File: src/rtl/pwm_pkg.sv
// constants shared by the dual 8-bit timer block
package pwm_pkg;
	localparam int          ADDR_W      = 8;
	// register indices; byte address is four times the index
	localparam logic [5:0]  T2_BOUND_IX = 6'h09;
	localparam logic [5:0]  T3_BOUND_IX = 6'h23;
	localparam logic [5:0]  T3_CTRL_IX  = 6'h2E;
	localparam logic [5:0]  T3_COUNT_IX = 6'h2F;
	localparam logic [5:0]  T2_SCALE_IX = 6'h37;
	localparam logic [5:0]  T3_SCALE_IX = 6'h39;
	localparam logic [5:0]  T2_CTRL_IX  = 6'h3C;
	localparam logic [5:0]  T2_COUNT_IX = 6'h3D;
	localparam logic [5:0]  STATUS_IX   = 6'h3F;
	// control register fields
	localparam int          SRC_HI      = 7;
	localparam int          SRC_LO      = 4;
	localparam int          ROUTE_HI    = 3;
	localparam int          ROUTE_LO    = 2;
	localparam int          MODE_BIT    = 1;
	localparam int          INV_BIT     = 0;
	// scaling register fields
	localparam int          RES_BIT     = 7;
	localparam int          PRE_HI      = 6;
	localparam int          PRE_LO      = 5;
	localparam int          SCL_HI      = 4;
	localparam int          SCL_LO      = 0;
	localparam logic [7:0]  REG_RESET   = 8'h00;
	// count clock sources
	localparam logic [3:0]  SRC_STOP    = 4'h0;
	localparam logic [3:0]  SRC_SYS     = 4'h1;
	localparam logic [3:0]  SRC_FAST    = 4'h2;
	localparam logic [3:0]  SRC_SLOW    = 4'h4;
	localparam logic [3:0]  SRC_PIN_A0_R = 4'h8;
	localparam logic [3:0]  SRC_PIN_A0_F = 4'h9;
	localparam logic [3:0]  SRC_PIN_B0_R = 4'hA;
	localparam logic [3:0]  SRC_PIN_B0_F = 4'hB;
	localparam logic [3:0]  SRC_PIN_A4_R = 4'hC;
	localparam logic [3:0]  SRC_PIN_A4_F = 4'hD;
	// sampled input lanes
	localparam int          LANES       = 5;
	localparam int          LN_PIN_A0   = 0;
	localparam int          LN_PIN_B0   = 1;
	localparam int          LN_PIN_A4   = 2;
	localparam int          LN_FAST     = 3;
	localparam int          LN_SLOW     = 4;
	// cycles after reset before edge pulses are trusted
	localparam logic [1:0]  SYNC_WARM   = 2'h3;
	// prescaler terminal counts for divide by 1, 4, 16, 64
	localparam logic [5:0]  PRE_DIV1    = 6'h00;
	localparam logic [5:0]  PRE_DIV4    = 6'h03;
	localparam logic [5:0]  PRE_DIV16   = 6'h0F;
	localparam logic [5:0]  PRE_DIV64   = 6'h3F;
	localparam logic [7:0]  TOP_8BIT    = 8'hFF;
	localparam logic [7:0]  TOP_6BIT    = 8'h3F;
	localparam logic [1:0]  ROUTE_OFF   = 2'h0;
	localparam logic [1:0]  RESP_OKAY   = 2'h0;
	localparam logic [1:0]  RESP_SLVERR = 2'h2;
endpackage

File: src/rtl/dual_eight_bit_pwm_timers.sv
// two 8-bit pwm timers behind an axi4-lite register slave
`timescale 1ns/1ps
module dual_eight_bit_pwm_timers (
	input  wire logic                        core_clk_i,
	input  wire logic                        rst_n_i,
	input  wire logic [pwm_pkg::ADDR_W-1:0]  s_axi_awaddr_i,
	input  wire logic                        s_axi_awvalid_i,
	output logic                             s_axi_awready_o,
	input  wire logic [31:0]                 s_axi_wdata_i,
	input  wire logic [3:0]                  s_axi_wstrb_i,
	input  wire logic                        s_axi_wvalid_i,
	output logic                             s_axi_wready_o,
	output logic [1:0]                       s_axi_bresp_o,
	output logic                             s_axi_bvalid_o,
	input  wire logic                        s_axi_bready_i,
	input  wire logic [pwm_pkg::ADDR_W-1:0]  s_axi_araddr_i,
	input  wire logic                        s_axi_arvalid_i,
	output logic                             s_axi_arready_o,
	output logic [31:0]                      s_axi_rdata_o,
	output logic [1:0]                       s_axi_rresp_o,
	output logic                             s_axi_rvalid_o,
	input  wire logic                        s_axi_rready_i,
	input  wire logic                        port_a_bit0_i,
	input  wire logic                        port_b_bit0_i,
	input  wire logic                        port_a_bit4_i,
	input  wire logic                        fast_internal_oscillator_i,
	input  wire logic                        slow_internal_oscillator_i,
	output logic                             port_b_bit2_o,
	output logic                             port_b_bit2_oe_o,
	output logic                             port_a_bit3_o,
	output logic                             port_a_bit3_oe_o,
	output logic                             port_b_bit4_o,
	output logic                             port_b_bit4_oe_o,
	output logic                             port_b_bit5_o,
	output logic                             port_b_bit5_oe_o,
	output logic                             port_b_bit6_o,
	output logic                             port_b_bit6_oe_o,
	output logic                             port_b_bit7_o,
	output logic                             port_b_bit7_oe_o
);
	typedef struct packed {
		logic [1:0][7:0] ctrl;
		logic [1:0][7:0] scale;
		logic [1:0][7:0] bound;
		logic [1:0]      count_wr;
		logic [7:0]      count_data;
		logic            awready;
		logic            aw_got;
		logic [5:0]      aw_ix;
		logic            wready;
		logic            w_got;
		logic [7:0]      wbyte;
		logic            wbyte_en;
		logic            bvalid;
		logic [1:0]      bresp;
		logic            arready;
		logic            rvalid;
		logic [1:0]      rresp;
		logic [31:0]     rdata;
		logic [1:0][2:0] pin_val;
		logic [1:0][2:0] pin_oe;
	} top_state_t;

	top_state_t                 s;
	top_state_t                 next_s;
	logic [pwm_pkg::LANES-1:0]  raw;
	logic [pwm_pkg::LANES-1:0]  rise;
	logic [pwm_pkg::LANES-1:0]  fall;
	logic [1:0]                 tick;
	logic [1:0]                 wave;
	logic [5:0]                 ar_ix;

	////////////////////////////////////////////////////////////////////////
	// input sampling

	assign raw[pwm_pkg::LN_PIN_A0] = port_a_bit0_i;
	assign raw[pwm_pkg::LN_PIN_B0] = port_b_bit0_i;
	assign raw[pwm_pkg::LN_PIN_A4] = port_a_bit4_i;
	assign raw[pwm_pkg::LN_FAST] = fast_internal_oscillator_i;
	assign raw[pwm_pkg::LN_SLOW] = slow_internal_oscillator_i;

	pin_edge_sync u_sync (
		.core_clk_i (core_clk_i),
		.rst_n_i    (rst_n_i),
		.raw_i      (raw),
		.rise_o     (rise),
		.fall_o     (fall)
	);

	////////////////////////////////////////////////////////////////////////
	// timers

	function automatic logic pick_tick(input logic [3:0] src,
			input logic [pwm_pkg::LANES-1:0] r,
			input logic [pwm_pkg::LANES-1:0] f);
		logic t;
		t = 1'b0;
		case (src)
		pwm_pkg::SRC_STOP:  t = 1'b0;
		pwm_pkg::SRC_SYS:   t = 1'b1;
		pwm_pkg::SRC_FAST:  t = r[pwm_pkg::LN_FAST];
		pwm_pkg::SRC_SLOW:  t = r[pwm_pkg::LN_SLOW];
		pwm_pkg::SRC_PIN_A0_R: t = r[pwm_pkg::LN_PIN_A0];
		pwm_pkg::SRC_PIN_A0_F: t = f[pwm_pkg::LN_PIN_A0];
		pwm_pkg::SRC_PIN_B0_R: t = r[pwm_pkg::LN_PIN_B0];
		pwm_pkg::SRC_PIN_B0_F: t = f[pwm_pkg::LN_PIN_B0];
		pwm_pkg::SRC_PIN_A4_R: t = r[pwm_pkg::LN_PIN_A4];
		pwm_pkg::SRC_PIN_A4_F: t = f[pwm_pkg::LN_PIN_A4];
		default:            t = 1'b0;
		endcase
		return t;
	endfunction

	genvar g;
	generate
		for (g = 0; g < 2; g++) begin : gen_timer
			assign tick[g] = pick_tick(
				s.ctrl[g][pwm_pkg::SRC_HI:pwm_pkg::SRC_LO], rise, fall);

			pwm_timer_unit u_unit (
				.core_clk_i   (core_clk_i),
				.rst_n_i      (rst_n_i),
				.tick_i       (tick[g]),
				.prescale_i   (s.scale[g][pwm_pkg::PRE_HI:pwm_pkg::PRE_LO]),
				.scaler_i     (s.scale[g][pwm_pkg::SCL_HI:pwm_pkg::SCL_LO]),
				.res6_i       (s.scale[g][pwm_pkg::RES_BIT]),
				.pwm_mode_i   (s.ctrl[g][pwm_pkg::MODE_BIT]),
				.bound_i      (s.bound[g]),
				.count_wr_i   (s.count_wr[g]),
				.count_data_i (s.count_data),
				.wave_o       (wave[g])
			);
		end
	endgenerate

	////////////////////////////////////////////////////////////////////////
	// register slave and pin routing

	assign ar_ix = s_axi_araddr_i[7:2];

	always_comb begin
		logic       hit;
		logic [1:0] route;
		logic       lvl;
		hit = 1'b0;
		route = 2'h0;
		lvl = 1'b0;
		next_s = s;
		next_s.count_wr = 2'b00;
		// write address and data may arrive in either order
		if (s_axi_awvalid_i && s.awready) begin
			next_s.awready = 1'b0;
			next_s.aw_got = 1'b1;
			next_s.aw_ix = s_axi_awaddr_i[7:2];
		end
		if (s_axi_wvalid_i && s.wready) begin
			next_s.wready = 1'b0;
			next_s.w_got = 1'b1;
			next_s.wbyte = s_axi_wdata_i[7:0];
			next_s.wbyte_en = s_axi_wstrb_i[0];
		end
		if (s.aw_got && s.w_got && !s.bvalid) begin
			next_s.aw_got = 1'b0;
			next_s.w_got = 1'b0;
			next_s.bvalid = 1'b1;
			hit = 1'b1;
			if (s.wbyte_en) begin
				case (s.aw_ix)
				pwm_pkg::T2_CTRL_IX:  next_s.ctrl[0] = s.wbyte;
				pwm_pkg::T3_CTRL_IX:  next_s.ctrl[1] = s.wbyte;
				pwm_pkg::T2_SCALE_IX: next_s.scale[0] = s.wbyte;
				pwm_pkg::T3_SCALE_IX: next_s.scale[1] = s.wbyte;
				pwm_pkg::T2_BOUND_IX: next_s.bound[0] = s.wbyte;
				pwm_pkg::T3_BOUND_IX: next_s.bound[1] = s.wbyte;
				pwm_pkg::T2_COUNT_IX: next_s.count_wr[0] = 1'b1;
				pwm_pkg::T3_COUNT_IX: next_s.count_wr[1] = 1'b1;
				pwm_pkg::STATUS_IX:   hit = 1'b1;
				default:              hit = 1'b0;
				endcase
				next_s.count_data = s.wbyte;
			end
			next_s.bresp = hit ? pwm_pkg::RESP_OKAY : pwm_pkg::RESP_SLVERR;
		end
		if (s.bvalid && s_axi_bready_i) begin
			next_s.bvalid = 1'b0;
			next_s.awready = 1'b1;
			next_s.wready = 1'b1;
		end
		// write-only registers read as zero
		if (s_axi_arvalid_i && s.arready) begin
			next_s.arready = 1'b0;
			next_s.rvalid = 1'b1;
			next_s.rdata = 32'h0000_0000;
			next_s.rresp = pwm_pkg::RESP_OKAY;
			case (ar_ix)
			pwm_pkg::T2_CTRL_IX:  next_s.rdata[7:0] = s.ctrl[0];
			pwm_pkg::T3_CTRL_IX:  next_s.rdata[7:0] = s.ctrl[1];
			pwm_pkg::STATUS_IX:   next_s.rdata[1:0] = wave;
			pwm_pkg::T2_SCALE_IX, pwm_pkg::T3_SCALE_IX,
			pwm_pkg::T2_BOUND_IX, pwm_pkg::T3_BOUND_IX,
			pwm_pkg::T2_COUNT_IX, pwm_pkg::T3_COUNT_IX:
				next_s.rdata = 32'h0000_0000;
			default: next_s.rresp = pwm_pkg::RESP_SLVERR;
			endcase
		end
		if (s.rvalid && s_axi_rready_i) begin
			next_s.rvalid = 1'b0;
			next_s.arready = 1'b1;
		end
		for (int t = 0; t < 2; t++) begin
			route = s.ctrl[t][pwm_pkg::ROUTE_HI:pwm_pkg::ROUTE_LO];
			lvl = wave[t] ^ s.ctrl[t][pwm_pkg::INV_BIT];
			for (int p = 0; p < 3; p++) begin
				next_s.pin_oe[t][p] = (route == 2'(p + 1));
				next_s.pin_val[t][p] = (route == 2'(p + 1)) && lvl;
			end
		end
	end

	always_ff @(posedge core_clk_i or negedge rst_n_i) begin
		if (!rst_n_i) begin
			s <= '0;
			s.awready <= 1'b1;
			s.wready <= 1'b1;
			s.arready <= 1'b1;
		end else begin
			s <= next_s;
		end
	end

	assign s_axi_awready_o  = s.awready;
	assign s_axi_wready_o   = s.wready;
	assign s_axi_bvalid_o   = s.bvalid;
	assign s_axi_bresp_o    = s.bresp;
	assign s_axi_arready_o  = s.arready;
	assign s_axi_rvalid_o   = s.rvalid;
	assign s_axi_rresp_o    = s.rresp;
	assign s_axi_rdata_o    = s.rdata;
	assign port_b_bit2_o    = s.pin_val[0][0];
	assign port_b_bit2_oe_o = s.pin_oe[0][0];
	assign port_a_bit3_o    = s.pin_val[0][1];
	assign port_a_bit3_oe_o = s.pin_oe[0][1];
	assign port_b_bit4_o    = s.pin_val[0][2];
	assign port_b_bit4_oe_o = s.pin_oe[0][2];
	assign port_b_bit5_o    = s.pin_val[1][0];
	assign port_b_bit5_oe_o = s.pin_oe[1][0];
	assign port_b_bit6_o    = s.pin_val[1][1];
	assign port_b_bit6_oe_o = s.pin_oe[1][1];
	assign port_b_bit7_o    = s.pin_val[1][2];
	assign port_b_bit7_oe_o = s.pin_oe[1][2];

	////////////////////////////////////////////////////////////////////////
	// checks

	stop_source_a: assert property (
		@(posedge core_clk_i) disable iff (!rst_n_i)
		s.ctrl[0][7:4] == pwm_pkg::SRC_STOP |-> !tick[0])
		else $error("stopped timer2 still ticks");

	sys_source_a: assert property (
		@(posedge core_clk_i) disable iff (!rst_n_i)
		s.ctrl[1][7:4] == pwm_pkg::SRC_SYS |-> tick[1])
		else $error("system clock source does not tick every cycle");

	pin_fall_a: assert property (
		@(posedge core_clk_i) disable iff (!rst_n_i)
		s.ctrl[0][7:4] == pwm_pkg::SRC_PIN_B0_F
		|-> tick[0] == fall[pwm_pkg::LN_PIN_B0])
		else $error("port_b_bit0 falling source does not follow the edge");

	route_t2_a: assert property (
		@(posedge core_clk_i) disable iff (!rst_n_i)
		s.ctrl[0][3:2] == 2'h2 |=> port_a_bit3_oe_o && !port_b_bit2_oe_o
			&& !port_b_bit4_oe_o)
		else $error("timer2 route 10 does not drive port_a_bit3 alone");

	route_t3_a: assert property (
		@(posedge core_clk_i) disable iff (!rst_n_i)
		s.ctrl[1][3:2] == 2'h3 |=> port_b_bit7_oe_o && !port_b_bit5_oe_o
			&& !port_b_bit6_oe_o)
		else $error("timer3 route 11 does not drive port_b_bit7 alone");

	invert_t2_a: assert property (
		@(posedge core_clk_i) disable iff (!rst_n_i)
		s.ctrl[0][3:2] == 2'h1 |=> port_b_bit2_o ==
			($past(wave[0]) ^ $past(s.ctrl[0][0])))
		else $error("timer2 pin level ignores inversion");

	invert_t3_a: assert property (
		@(posedge core_clk_i) disable iff (!rst_n_i)
		s.ctrl[1][3:2] == 2'h2 |=> port_b_bit6_o ==
			($past(wave[1]) ^ $past(s.ctrl[1][0])))
		else $error("timer3 pin level ignores inversion");

	count_unreadable_a: assert property (
		@(posedge core_clk_i) disable iff (!rst_n_i)
		(s_axi_arvalid_i && s.arready && ar_ix == pwm_pkg::T2_COUNT_IX)
		|=> s.rvalid && s.rdata == 32'h0000_0000)
		else $error("timer2 counter read back a value");

	bound_write_a: assert property (
		@(posedge core_clk_i) disable iff (!rst_n_i)
		(s.aw_got && s.w_got && !s.bvalid && s.wbyte_en
			&& s.aw_ix == pwm_pkg::T2_BOUND_IX)
		|=> s.bound[0] == $past(s.wbyte) && s.bvalid)
		else $error("timer2 bound write not stored");
endmodule

File: src/rtl/pin_edge_sync.sv
// two-flop synchroniser with rise and fall pulses per lane
`timescale 1ns/1ps
module pin_edge_sync (
	input  wire logic                       core_clk_i,
	input  wire logic                       rst_n_i,
	input  wire logic [pwm_pkg::LANES-1:0]  raw_i,
	output logic      [pwm_pkg::LANES-1:0]  rise_o,
	output logic      [pwm_pkg::LANES-1:0]  fall_o
);
	typedef struct packed {
		logic [pwm_pkg::LANES-1:0] meta;
		logic [pwm_pkg::LANES-1:0] sync;
		logic [pwm_pkg::LANES-1:0] last;
		logic [pwm_pkg::LANES-1:0] rise;
		logic [pwm_pkg::LANES-1:0] fall;
		logic [1:0]                warm;
	} sync_state_t;

	sync_state_t s;
	sync_state_t next_s;
	logic        armed;

	always_comb begin
		next_s = s;
		next_s.meta = raw_i;
		next_s.sync = s.meta;
		next_s.last = s.sync;
		// last holds no real sample until warm saturates: no false edge
		armed = (s.warm == pwm_pkg::SYNC_WARM);
		next_s.warm = armed ? s.warm : s.warm + 2'h1;
		next_s.rise = armed ? (s.sync & ~s.last) : '0;
		next_s.fall = armed ? (~s.sync & s.last) : '0;
	end

	always_ff @(posedge core_clk_i or negedge rst_n_i) begin
		if (!rst_n_i) begin
			s <= '0;
		end else begin
			s <= next_s;
		end
	end

	assign rise_o = s.rise;
	assign fall_o = s.fall;
endmodule

File: src/rtl/pwm_timer_unit.sv
// one 8-bit timer: prescaler, scaler, counter and waveform
`timescale 1ns/1ps
module pwm_timer_unit (
	input  wire logic        core_clk_i,
	input  wire logic        rst_n_i,
	input  wire logic        tick_i,
	input  wire logic [1:0]  prescale_i,
	input  wire logic [4:0]  scaler_i,
	input  wire logic        res6_i,
	input  wire logic        pwm_mode_i,
	input  wire logic [7:0]  bound_i,
	input  wire logic        count_wr_i,
	input  wire logic [7:0]  count_data_i,
	output logic             wave_o
);
	typedef struct packed {
		logic [5:0] pre_cnt;
		logic [4:0] scl_cnt;
		logic [7:0] count;
		logic       wave;
	} unit_state_t;

	unit_state_t s;
	unit_state_t next_s;
	logic [5:0]  pre_top;
	logic [7:0]  cnt_top;
	logic        pre_done;
	logic        step;

	always_comb begin
		case (prescale_i)
		2'h0: pre_top = pwm_pkg::PRE_DIV1;
		2'h1: pre_top = pwm_pkg::PRE_DIV4;
		2'h2: pre_top = pwm_pkg::PRE_DIV16;
		default: pre_top = pwm_pkg::PRE_DIV64;
		endcase
		cnt_top = res6_i ? pwm_pkg::TOP_6BIT : pwm_pkg::TOP_8BIT;
		pre_done = tick_i && (s.pre_cnt >= pre_top);
		step = pre_done && (s.scl_cnt >= scaler_i);
		next_s = s;
		if (tick_i) begin
			next_s.pre_cnt = pre_done ? 6'h00 : s.pre_cnt + 6'h01;
		end
		if (pre_done) begin
			next_s.scl_cnt = step ? 5'h00 : s.scl_cnt + 5'h01;
		end
		if (count_wr_i) begin
			next_s.count = count_data_i;
		end else if (step) begin
			if (!pwm_mode_i && s.count == bound_i) begin
				next_s.count = 8'h00;
			end else if (s.count >= cnt_top) begin
				next_s.count = 8'h00;
			end else begin
				next_s.count = s.count + 8'h01;
			end
		end
		if (pwm_mode_i) begin
			next_s.wave = s.count < (bound_i & cnt_top);
		end else if (step && s.count == bound_i) begin
			next_s.wave = ~s.wave;
		end
	end

	always_ff @(posedge core_clk_i or negedge rst_n_i) begin
		if (!rst_n_i) begin
			s <= '0;
		end else begin
			s <= next_s;
		end
	end

	assign wave_o = s.wave;

	count_load_a: assert property (
		@(posedge core_clk_i) disable iff (!rst_n_i)
		count_wr_i |=> s.count == $past(count_data_i))
		else $error("counter did not take the written value");

	pwm_level_a: assert property (
		@(posedge core_clk_i) disable iff (!rst_n_i)
		pwm_mode_i |=> s.wave == ($past(s.count) < ($past(bound_i)
			& ($past(res6_i) ? pwm_pkg::TOP_6BIT : pwm_pkg::TOP_8BIT))))
		else $error("pwm level does not follow count below bound");

	period_toggle_a: assert property (
		@(posedge core_clk_i) disable iff (!rst_n_i)
		(!pwm_mode_i && step && s.count == bound_i && !count_wr_i)
		|=> s.wave != $past(s.wave) && s.count == 8'h00)
		else $error("period match did not toggle and restart");

	wrap_6bit_a: assert property (
		@(posedge core_clk_i) disable iff (!rst_n_i)
		(res6_i && step && !count_wr_i && s.count == pwm_pkg::TOP_6BIT)
		|=> s.count == 8'h00)
		else $error("6-bit count did not wrap at 63");
endmodule

File: config.mk
export PLATFORM = sky130hd
export DESIGN_NAME = dual_eight_bit_pwm_timers
export DESIGN_NICKNAME = d
export VERILOG_FILES = /design/src/rtl/pwm_pkg.sv /design/src/rtl/dual_eight_bit_pwm_timers.sv /design/src/rtl/pin_edge_sync.sv /design/src/rtl/pwm_timer_unit.sv
export SDC_FILE = /design/constraint.sdc
export NUM_CORES = 1
export LEC_CHECK = 0
export ABC_AREA = 1
export BUFFER_PORTS_ARGS = -buffer_cell sky130_fd_sc_hd__buf_2
export CORE_ASPECT_RATIO = 1.4
export CORE_MARGIN = 2
export CORE_UTILIZATION = 40
export DETAILED_ROUTE_END_ITERATION = 10
export HOLD_SLACK_MARGIN = 0.06
export PLACE_DENSITY = 0.69
export SYNTH_ARGS = -nofsm -noshare
export SYNTH_HDL_FRONTEND = slang
export SYNTH_HIERARCHICAL = 1
export SYNTH_SLANG_ARGS = --single-unit
File: constraint.sdc
create_clock -name core_clk_i -period 1.6 [get_ports core_clk_i]
set_clock_uncertainty 0.15 [all_clocks]
set_input_delay 0.24 -clock core_clk_i [delete_from_list [all_inputs] [get_ports core_clk_i]]
set_output_delay 0.24 -clock core_clk_i [all_outputs]
set_load 0.02 [all_outputs]
; Word level (Yosys, flattened, before mapping)
; Cells that the tools add are included.
[word_totals]
reg_bits = 169
output_inout_bits = 53
[classes]
n_addsub = 7
order_cmp = 8
eq_ne = 49
mux = 45
bitwise = 10
n_reduce_logical = 45
[ops]
columns = op, count
row1 = $eq A6 B6 Y1 const B, 16
row2 = $mux W8, 11
row3 = $eq A4 B4 Y1 const B, 12
row4 = $mux W36, 1
row5 = $pmux W6 S3, 2
row6 = $logic_and A1 B1 Y1, 21
row7 = $mux W10, 2
row8 = $reduce_bool A2 Y1, 10
row9 = $pmux W1 S9, 2
row10 = $reduce_and A3 Y1, 6
row11 = $reduce_or A9 Y1, 2
row12 = $add A8 B1 Y8 const B, 2
row13 = $and A8 B8 Y8, 2
row14 = $eq A8 B8 Y1, 2
row15 = $ge A8 B8 Y1, 2
row16 = $lt A8 B8 Y1, 2
row17 = $mux W5, 3
row18 = $eq A2 B2 Y1 const B, 7
row19 = $mux W1, 14
row20 = $add A6 B1 Y6 const B, 2
row21 = $eq A6 B4 Y1 const B, 2
row22 = $ge A6 B6 Y1, 2
row23 = $mux W6, 2
row24 = $pmux W6 S2, 1
row25 = 20 further kinds, 36

; Longest topological paths before layout
; Gate-level depths: netlist of run 1.
[depth]
word_depth = 8
mapped_depth = 14
depth_no_buf = 14

; Modules after synthesis
; The synthesis of run 1 kept the hierarchy.
[modules_own_cells]
columns = module, instances, cells_each, area_per_inst_um2, seq_area_each_um2
row1 = dual_eight_bit_pwm_timers, 1, 528, 4657.0, 2556.2
row2 = pwm_timer_unit, 2, 268, 1846.8, 500.5
row3 = pin_edge_sync, 1, 68, 892.1, 675.6

; Worst setup path before layout of run 1
; No wires, ideal clock.
[synth_path]
kind = flip-flop to flip-flop
startpoint = register s[102] in the netlist's numbering
endpoint = register gen_timer[0].u_unit/s[6] in the netlist's numbering
setup_ps = 117
arrival_time_ps = 1547
required_time_ps = 1333
setup_slack_ps = -214
stages_incl_launch_ff = 15
path_cell_list = dfrtp_1 nor2_1 inv_1 ha_1 inv_1 nand2_1 nand2_1 nand2_1 nand3_2 nand2_4 nand3_4 nand2_8 inv_8 nand2_2 nand2_1
[synth_between]
elab_chain_cells = 6
word_cells_on_any_way = 8
classes_between = order compare (1) / eq/ne (2) / mux (1) / reduce/logical (4)
[synth_lines]
columns = item, line_no
row1 = from (decl), dual_eight_bit_pwm_timers.sv:64  ; top_state_t s;
row2 = from (signal assigned), dual_eight_bit_pwm_timers.sv:227  ; s <= next_s;
row3 = $eq A2 B2 Y1 (tied with other cells), pwm_timer_unit.sv:31  ; case (prescale_i)
row4 = $pmux W6 S3 (*), pwm_timer_unit.sv:31
row5 = $ge A6 B6 Y1 (*), pwm_timer_unit.sv:38  ; pre_done = tick_i && (s.pre_cnt >= pre_top);
row6 = $logic_and A1 B1 Y1 (*), pwm_timer_unit.sv:38
row7 = $logic_and A1 B1 Y1 (*), pwm_timer_unit.sv:39  ; step = pre_done && (s.scl_cnt >= scaler_i);
row8 = $reduce_bool A2 Y1 (no source line) (*), -
row9 = to (signal assigned), pwm_timer_unit.sv:69  ; s <= next_s;
row10 = to (decl), pwm_timer_unit.sv:23  ; unit_state_t s;
; Every way passes the cells marked *; elsewhere a longest branch is shown, timed or not.
; A chain may end at the register's enable or synchronous reset.

; Worst setup path in the final report of run 1
[layout_path]
startpoint = register s[110] in the netlist's numbering
endpoint = register gen_timer[1].u_unit/s[1] in the netlist's numbering
[layout_between]
elab_chain_cells = 6
word_cells_on_any_way = 8
classes_between = order compare (1) / eq/ne (2) / mux (1) / reduce/logical (4)
[layout_lines]
columns = item, line_no
row1 = $eq A2 B2 Y1 (tied with other cells), pwm_timer_unit.sv:31
row2 = $pmux W6 S3 (*), pwm_timer_unit.sv:31
row3 = $ge A6 B6 Y1 (*), pwm_timer_unit.sv:38
row4 = $logic_and A1 B1 Y1 (*), pwm_timer_unit.sv:38
row5 = $logic_and A1 B1 Y1 (*), pwm_timer_unit.sv:39
row6 = $reduce_bool A2 Y1 (no source line) (*), -
row7 = to (signal assigned), pwm_timer_unit.sv:69
row8 = to (decl), pwm_timer_unit.sv:23
; Marks and branches as above.

==> results.sh, run 1 <==
export IMPL_placed_cell_area_um2=10500
export IMPL_antenna_found_initial=0
export IMPL_setup_slack_ns=-0.3788
export IMPL_die_h_um=183.1
export IMPL_routed_wirelength_um=22570
export IMPL_crit_top_cell="nand2_1"
export IMPL_grt_pass1_vias=7643
export IMPL_cap_violations=0
export IMPL_power_w=0.01517
export IMPL_clkTransAtPathRegs_ns=0.07
export IMPL_fin_setup_tns_ns=-12.90
export IMPL_syn_inst=1124
export IMPL_numCtsBuffers=17
export IMPL_start_kind="flop"
export IMPL_setup_viol=59
export IMPL_die_w_um=131.9
export IMPL_io_buffer_count=59
export IMPL_power_density_nw_per_um2=1234
export IMPL_grt_pass1_wl_um=35170
export IMPL_area_growth_pct=34.23
export IMPL_ant_nets=0
export IMPL_cp_data_required_time_ns=1.78
export IMPL_cts_root_buf="clkbuf_16"
export IMPL_min_path_type="input port to asynchronous set/reset pin"
export IMPL_p_leak_nw=6.429
export IMPL_ios=117
export IMPL_violations="setup timing"
export IMPL_synth_area_um2=9163
export IMPL_period_share=1.237
export IMPL_outcome="complete, but fails checks"
export IMPL_hold_viol=0
export IMPL_cpPeakStageDelay_ns=0.44
export IMPL_n_antenna_cell=0
export IMPL_rows=65
export IMPL_worst_setup_path_type="flop to flop"
export IMPL_rsz0062_at_grt="true"
export IMPL_nets=1458
export IMPL_floorplan_initialDensity=0.4067
export IMPL_postLayoutCoreUtil=0.5460
export IMPL_h_tree_depth=4
export IMPL_avgSynthCellArea_um2=8.152
export IMPL_max_freq_mhz=505.3
export IMPL_crit_chain="nor2_2, inv_1, ha_1, inv_1, nand2_1, nand2_1, nand2_1, nand3_2, nand2_4, nand3_4, nand2_8, inv_8, nand2_2, nand2_1"
export IMPL_hpwl_um=15330
export IMPL_yosys_warnings=6
export IMPL_first_pass_iters=5
export IMPL_overflow=0
export IMPL_stdcell_area_um2=12300
export IMPL_numClockSinks=167
export IMPL_clock_path_buffers=2
export IMPL_drc=0
export IMPL_grt_start_max_net_pins=45
export IMPL_post_drt_wl_per_cell_um=13.58
export IMPL_core_um2=22530
export IMPL_slew_viol_final=0
export IMPL_cts_tree="yes"
export IMPL_cp_slowest_cell="dfrtp_1"
export IMPL_cp_end_kind="flop"
export IMPL_dieArea_um2=24150
export IMPL_irDropWorstVdd_uv=857.0
export IMPL_stdcell_count=1662
export IMPL_vias_per_cell=4.742
export IMPL_multi_input_area_um2=4471
export IMPL_clk_latency_ns=0.44
export IMPL_dp_cells=1562
export IMPL_critPathArrivalTime_ns=2.16
export IMPL_num_vias=7881
export IMPL_regArea_um2=4188
export IMPL_post_route_min_period_ns=1.979
export IMPL_gp_congestion=0.8802
export IMPL_drtIter0Drc=399
export IMPL_grt_usage=0.1808
export IMPL_final_layout_size_suffix_gt1_frac=0.3108
export IMPL_fillers=1918
export IMPL_critical_path_peak_fanout=7
==> metrics by stage <==
| stage | hold WS, ns | worst slack [ns] |
|---|---|---|
| 2_1_floorplan | -0.2056 | -0.1991 |
| 3_3_place_gp | -0.009720 | -0.3368 |
| 3_5_place_dp | -0.004249 | -0.3517 |
| 4_1_cts | 0.09332 | -0.3687 |
| 5_1_grt | 0.1115 | -0.5084 |
| 6_report | 0.1014 | -0.3788 |
==> where the power goes <==
part / switching [W] / internal [W]
registers: 0.000686 / 0.00502
logic: 0.00319 / 0.00221
clock network: 0.00186 / 0.00221
==> layout by cell type (no fill, tap or decap), drive strengths merged, types with 2 or more instances in the layout <==
| master | count |
|---|---|
| a21o | 2 |
| a21oi | 31 |
| a31oi | 6 |
| buf | 204 |
| clkbuf | 24 |
| clkinv | 6 |
| clkinvlp | 4 |
| conb | 26 |
| dfrtp | 164 |
| dfstp | 3 |
| dlygate4sd3 | 29 |
| ha | 46 |
| inv | 155 |
| nand2 | 335 |
| nand3 | 78 |
| nand3b | 2 |
| nand4 | 23 |
| nor2 | 101 |
| nor3 | 9 |
| o21a | 2 |
| o21ai | 90 |
| or2 | 2 |
| xnor2 | 4 |
| xor2 | 14 |
==> critical path, delay by kind of cell, from the launching register on <==
family	cells	cell delay, ns
and+or+nand+nor	10	0.83
DFF	1	0.44
adders and majority gates	1	0.28
buffers and inverters	3	0.15
==> worst paths after layout <==
check | startpoint | end | slack, ns | cells after the start
min | rst_n_i | s[52]$_DFFE_PN0P_ | 0.10 | 2
max | s[110]$_DFFE_PN0P_ | gen_timer[1].u_unit/s[1]$_DFFE_PN0P_ | -0.38 | 14
min in group core_clk_i | s_axi_araddr_i[6] | s_axi_rresp_o[1]$_DFFE_PN0P_ | 0.11 | 7
max in group asynchronous | rst_n_i | gen_timer[1].u_unit/s[18]$_DFFE_PN0P_ | 0.65 | 3
max reg2reg | s[110]$_DFFE_PN0P_ | gen_timer[1].u_unit/s[1]$_DFFE_PN0P_ | -0.38 | 14
min reg2reg | u_sync/next_s[18]$_DFF_PN0_ | u_sync/next_s[13]$_DFF_PN0_ | 0.19 | 0
==> registers in the layout (all words and copies together) (netlist names), 2 cells and up <==
name and flops:
u_sync/rise_o 5, s_axi_rdata_o 8, gen_timer.u_unit/s 38, s 75, gen_timer.u_unit/wave_o 2, u_sync/s 7
u_sync/next_s 10, u_sync/fall_o 3
==> final cells by class <==
| cell class | instances | share of cell area |
|---|---|---|
| Multi-Input combinational cell | 771 | 0.3635 |
| Timing Repair Buffer | 239 | 0.1675 |
| Tap cell | 301 | 0.03062 |
| Timing Repair inverter | 2 | 0.001424 |
| Sequential cell | 167 | 0.3405 |
| Inverter | 150 | 0.04863 |
| Clock buffer | 18 | 0.03489 |
| Clock inverter | 14 | 0.01292 |
==> repair_timing <==
item,in CTS,in global routing
gates cloned,3,7
endpoints found under the hold margin,195,0
setup endpoints to repair,40,71
resized for setup,21,149
hold buffers,29,0
setup buffers,14,18
pin swaps,14,28
==> metal layers <==
metal | routed length (um) | vias up | part of all wire | global-route usage
met1 | 8846 | 3716 | 0.39 | 0.2001
met4 | 983 | 0 | 0.044 | 0.09522
li1 | - | 3960 | - | -
met5 | 0 | - | 0 | 0
met2 | 12180 | 144 | 0.54 | 0.3317
met3 | 559 | 61 | 0.025 | 0.02930
No activity file was read; power rests on OpenSTA's default activity.
==> run 2: changes to the inputs <==
==> constraint.sdc (replaced) <==
create_clock -name core_clk_i -period 1.6 [get_ports core_clk_i]
set_clock_uncertainty 0.15 [all_clocks]
set_input_delay 0.24 -clock core_clk_i [delete_from_list [all_inputs] [get_ports core_clk_i]]
set_output_delay 0.24 -clock core_clk_i [all_outputs]
set_load 0.005 [all_outputs]
==> run 2 against run 1 <==
  * The run still ends with setup timing left
  * Power is 4.1% lower
  * Global-route usage about the same
  * Sequential share of layout area up 1.8 points
  * Worst hold slack improved by 0.023 ns
  * Critical endpoint is now gen_timer[1].u_unit/s[2]$_DFFE_PN0P_
  * Largest cell class is now sequential cells
==> results.sh, run 2 (synthesized netlist as in run 1, its figures left out) <==
export IMPL_nets=1437
export IMPL_cap_violations=0
export IMPL_hpwl_um=15650
export IMPL_post_drt_wl_per_cell_um=12.84
export IMPL_dpl_worst_slack_ns=-0.3555
export IMPL_rr_worst_depth=14
export IMPL_period_share=1.224
export IMPL_grt_pass1_wl_um=35140
export IMPL_setup_viol=40
export IMPL_crit_end="gen_timer[1].u_unit/s[2]$_DFFE_PN0P_"
export IMPL_r2r_start="s[109]$_DFFE_PN0P_"
export IMPL_violations="setup timing"
export IMPL_first_pass_iters=6
export IMPL_ff2ff_setup_slack_ns=-0.36
export IMPL_slew_viol_final=0
export IMPL_ant_nets=0
export IMPL_drtIter0Drc=382
export IMPL_power_density_nw_per_um2=1247
export IMPL_max_freq_mhz=510.8
export IMPL_clk_latency_ns=0.43
export IMPL_cpPeakStageDelay_ns=0.41
export IMPL_rsz0062_at_grt="true"
export IMPL_io_buffer_count=59
export IMPL_grt_usage=0.1804
export IMPL_overflow=0
export IMPL_drc=0
export IMPL_hold_viol=0
export IMPL_worst_setup_path_type="flop to flop"
export IMPL_die_h_um=183.1
export IMPL_final_layout_size_suffix_gt1_frac=0.2448
export IMPL_gp_congestion=0.8945
export IMPL_cts_tree="yes"
export IMPL_postLayoutCoreUtil=0.5183
export IMPL_setup_slack_ns=-0.3578
export IMPL_p_leak_nw=6.105
export IMPL_crit_buf_inv=3
export IMPL_routed_wirelength_um=21080
export IMPL_floorplan_initialDensity=0.4067
export IMPL_post_route_min_period_ns=1.958
export IMPL_min_path_type="input port to asynchronous set/reset pin"
export IMPL_largest_register="s"
export IMPL_timing_rr_end="gen_timer[1].u_unit/s[2]$_DFFE_PN0P_"
export IMPL_die_w_um=131.9
export IMPL_antenna_found_initial=0
export IMPL_cp_end_kind="flop"
export IMPL_critPathArrivalTime_ns=2.12
export IMPL_outcome="complete, but fails checks"
export IMPL_final_cell_mix="nand2_1, dfrtp_1, inv_1, buf_4, nor2_1"
export IMPL_cp_data_required_time_ns=1.77
export IMPL_h_tree_depth=4
export IMPL_numClockSinks=167
export IMPL_start_kind="flop"
export IMPL_largest_register_ffs=75
export IMPL_clock_path_buffers=2
export IMPL_clkTransAtPathRegs_ns=0.07
export IMPL_cp_slowest_cell="dfrtp_1"
export IMPL_critPathTopFamily="simple AND/OR/NAND/NOR gates"
export IMPL_grt_start_max_net_pins=46
export IMPL_fillers=2051
export IMPL_ios=117
export IMPL_critical_path_peak_fanout=7
export IMPL_cts_root_buf="clkbuf_16"
export IMPL_crit_top_cell="nand2_1"
export IMPL_n_antenna_cell=0
export IMPL_crit_chain="nor2_2, inv_1, ha_1, inv_1, nand2_1, nand2_1, nand2_1, nand3_2, nand2_4, nand3_4, nand2_8, inv_8, nand2_2, nand2_1"
export IMPL_irDropWorstVdd_uv=844.9
export IMPL_num_vias=7657
export IMPL_vias_per_cell=4.666
export IMPL_dieArea_um2=24150
export IMPL_critical_path_startpoint="s[109]$_DFFE_PN0P_"
export IMPL_grt_pass1_vias=7579
export IMPL_final_common_cell="nand2_1"
export IMPL_numCtsBuffers=17
export IMPL_hold_ws_ns=0.1249
export IMPL_area_growth_pct=27.43
export IMPL_rows=65
export IMPL_core_um2=22530
export IMPL_path_depth=14
-- run 2: how the worst min path moves through the flow --
stage,cells after the start,startpoint,endpoint,slack [ns]
after floorplan,0,rst_n_i,gen_timer[0].u_unit/s[10]$_DFFE_PN0N_,-0.21
after global placement,1,rst_n_i,s[66]$_DFFE_PN0P_,0.01
after detailed placement,1,rst_n_i,s[64]$_DFFE_PN0P_,0.01
after CTS,7,s_axi_araddr_i[6],s_axi_rresp_o[1]$_DFFE_PN0P_,0.11
after global routing,2,rst_n_i,s[80]$_DFFE_PN0P_,0.13
final,2,rst_n_i,s[80]$_DFFE_PN0P_,0.12
-- run 2: per-layer routing --
metal	GRT usage	vias to the layer above	wire, um
met1	0.2034	3570	8678
met4	0.08652	0	777
met5	0	-	0
met2	0.3319	133	11110
li1	-	3906	-
met3	0.02792	48	509
-- run 2: cell type report --
type / instances / area [um^2] / area share
repair inverters: 1 / 11.26 / 0.0009644
inverters: 150 / 598.1 / 0.05122
clock buffers: 20 / 446.7 / 0.03826
repair buffers: 219 / 1747 / 0.1496
multi-input cells: 771 / 4173 / 0.3574
clock inverters: 12 / 138.9 / 0.01189
well taps: 301 / 376.6 / 0.03225
flip-flops and latches: 167 / 4185 / 0.3584
-- run 2: where the power goes --
group / switching [W] / internal, W
registers: 0.000630 / 0.00502
logic: 0.00283 / 0.00197
clock network: 0.00174 / 0.00236
total: 0.00520 / 0.00936
-- run 2: stage by stage --
stage / TNS (ns) / power, W / cell area, um^2 / std cells
4_1_cts: -10.53 / 0.01433 / 11480 / 1629
6_report: -12.13 / 0.01456 / 11680 / 1641
3_3_place_gp: -7.850 / 0.009864 / 10460 / 1560
2_1_floorplan: -4.561 / 0.008366 / 9276 / 1149
5_1_grt: -17.05 / 0.01546 / 11680 / 1641
3_5_place_dp: -9.901 / 0.01002 / 10460 / 1560
-- run 2: repair_timing --
item / CTS / global route
cloned: 1 / 2
buffers inserted: 7 / 10
resized for setup: 30 / 30
pin swaps: 20 / 15
hold buffers: 29 / 0
endpoints found under the setup margin: 40 / 74
hold endpoints to repair: 194 / 0
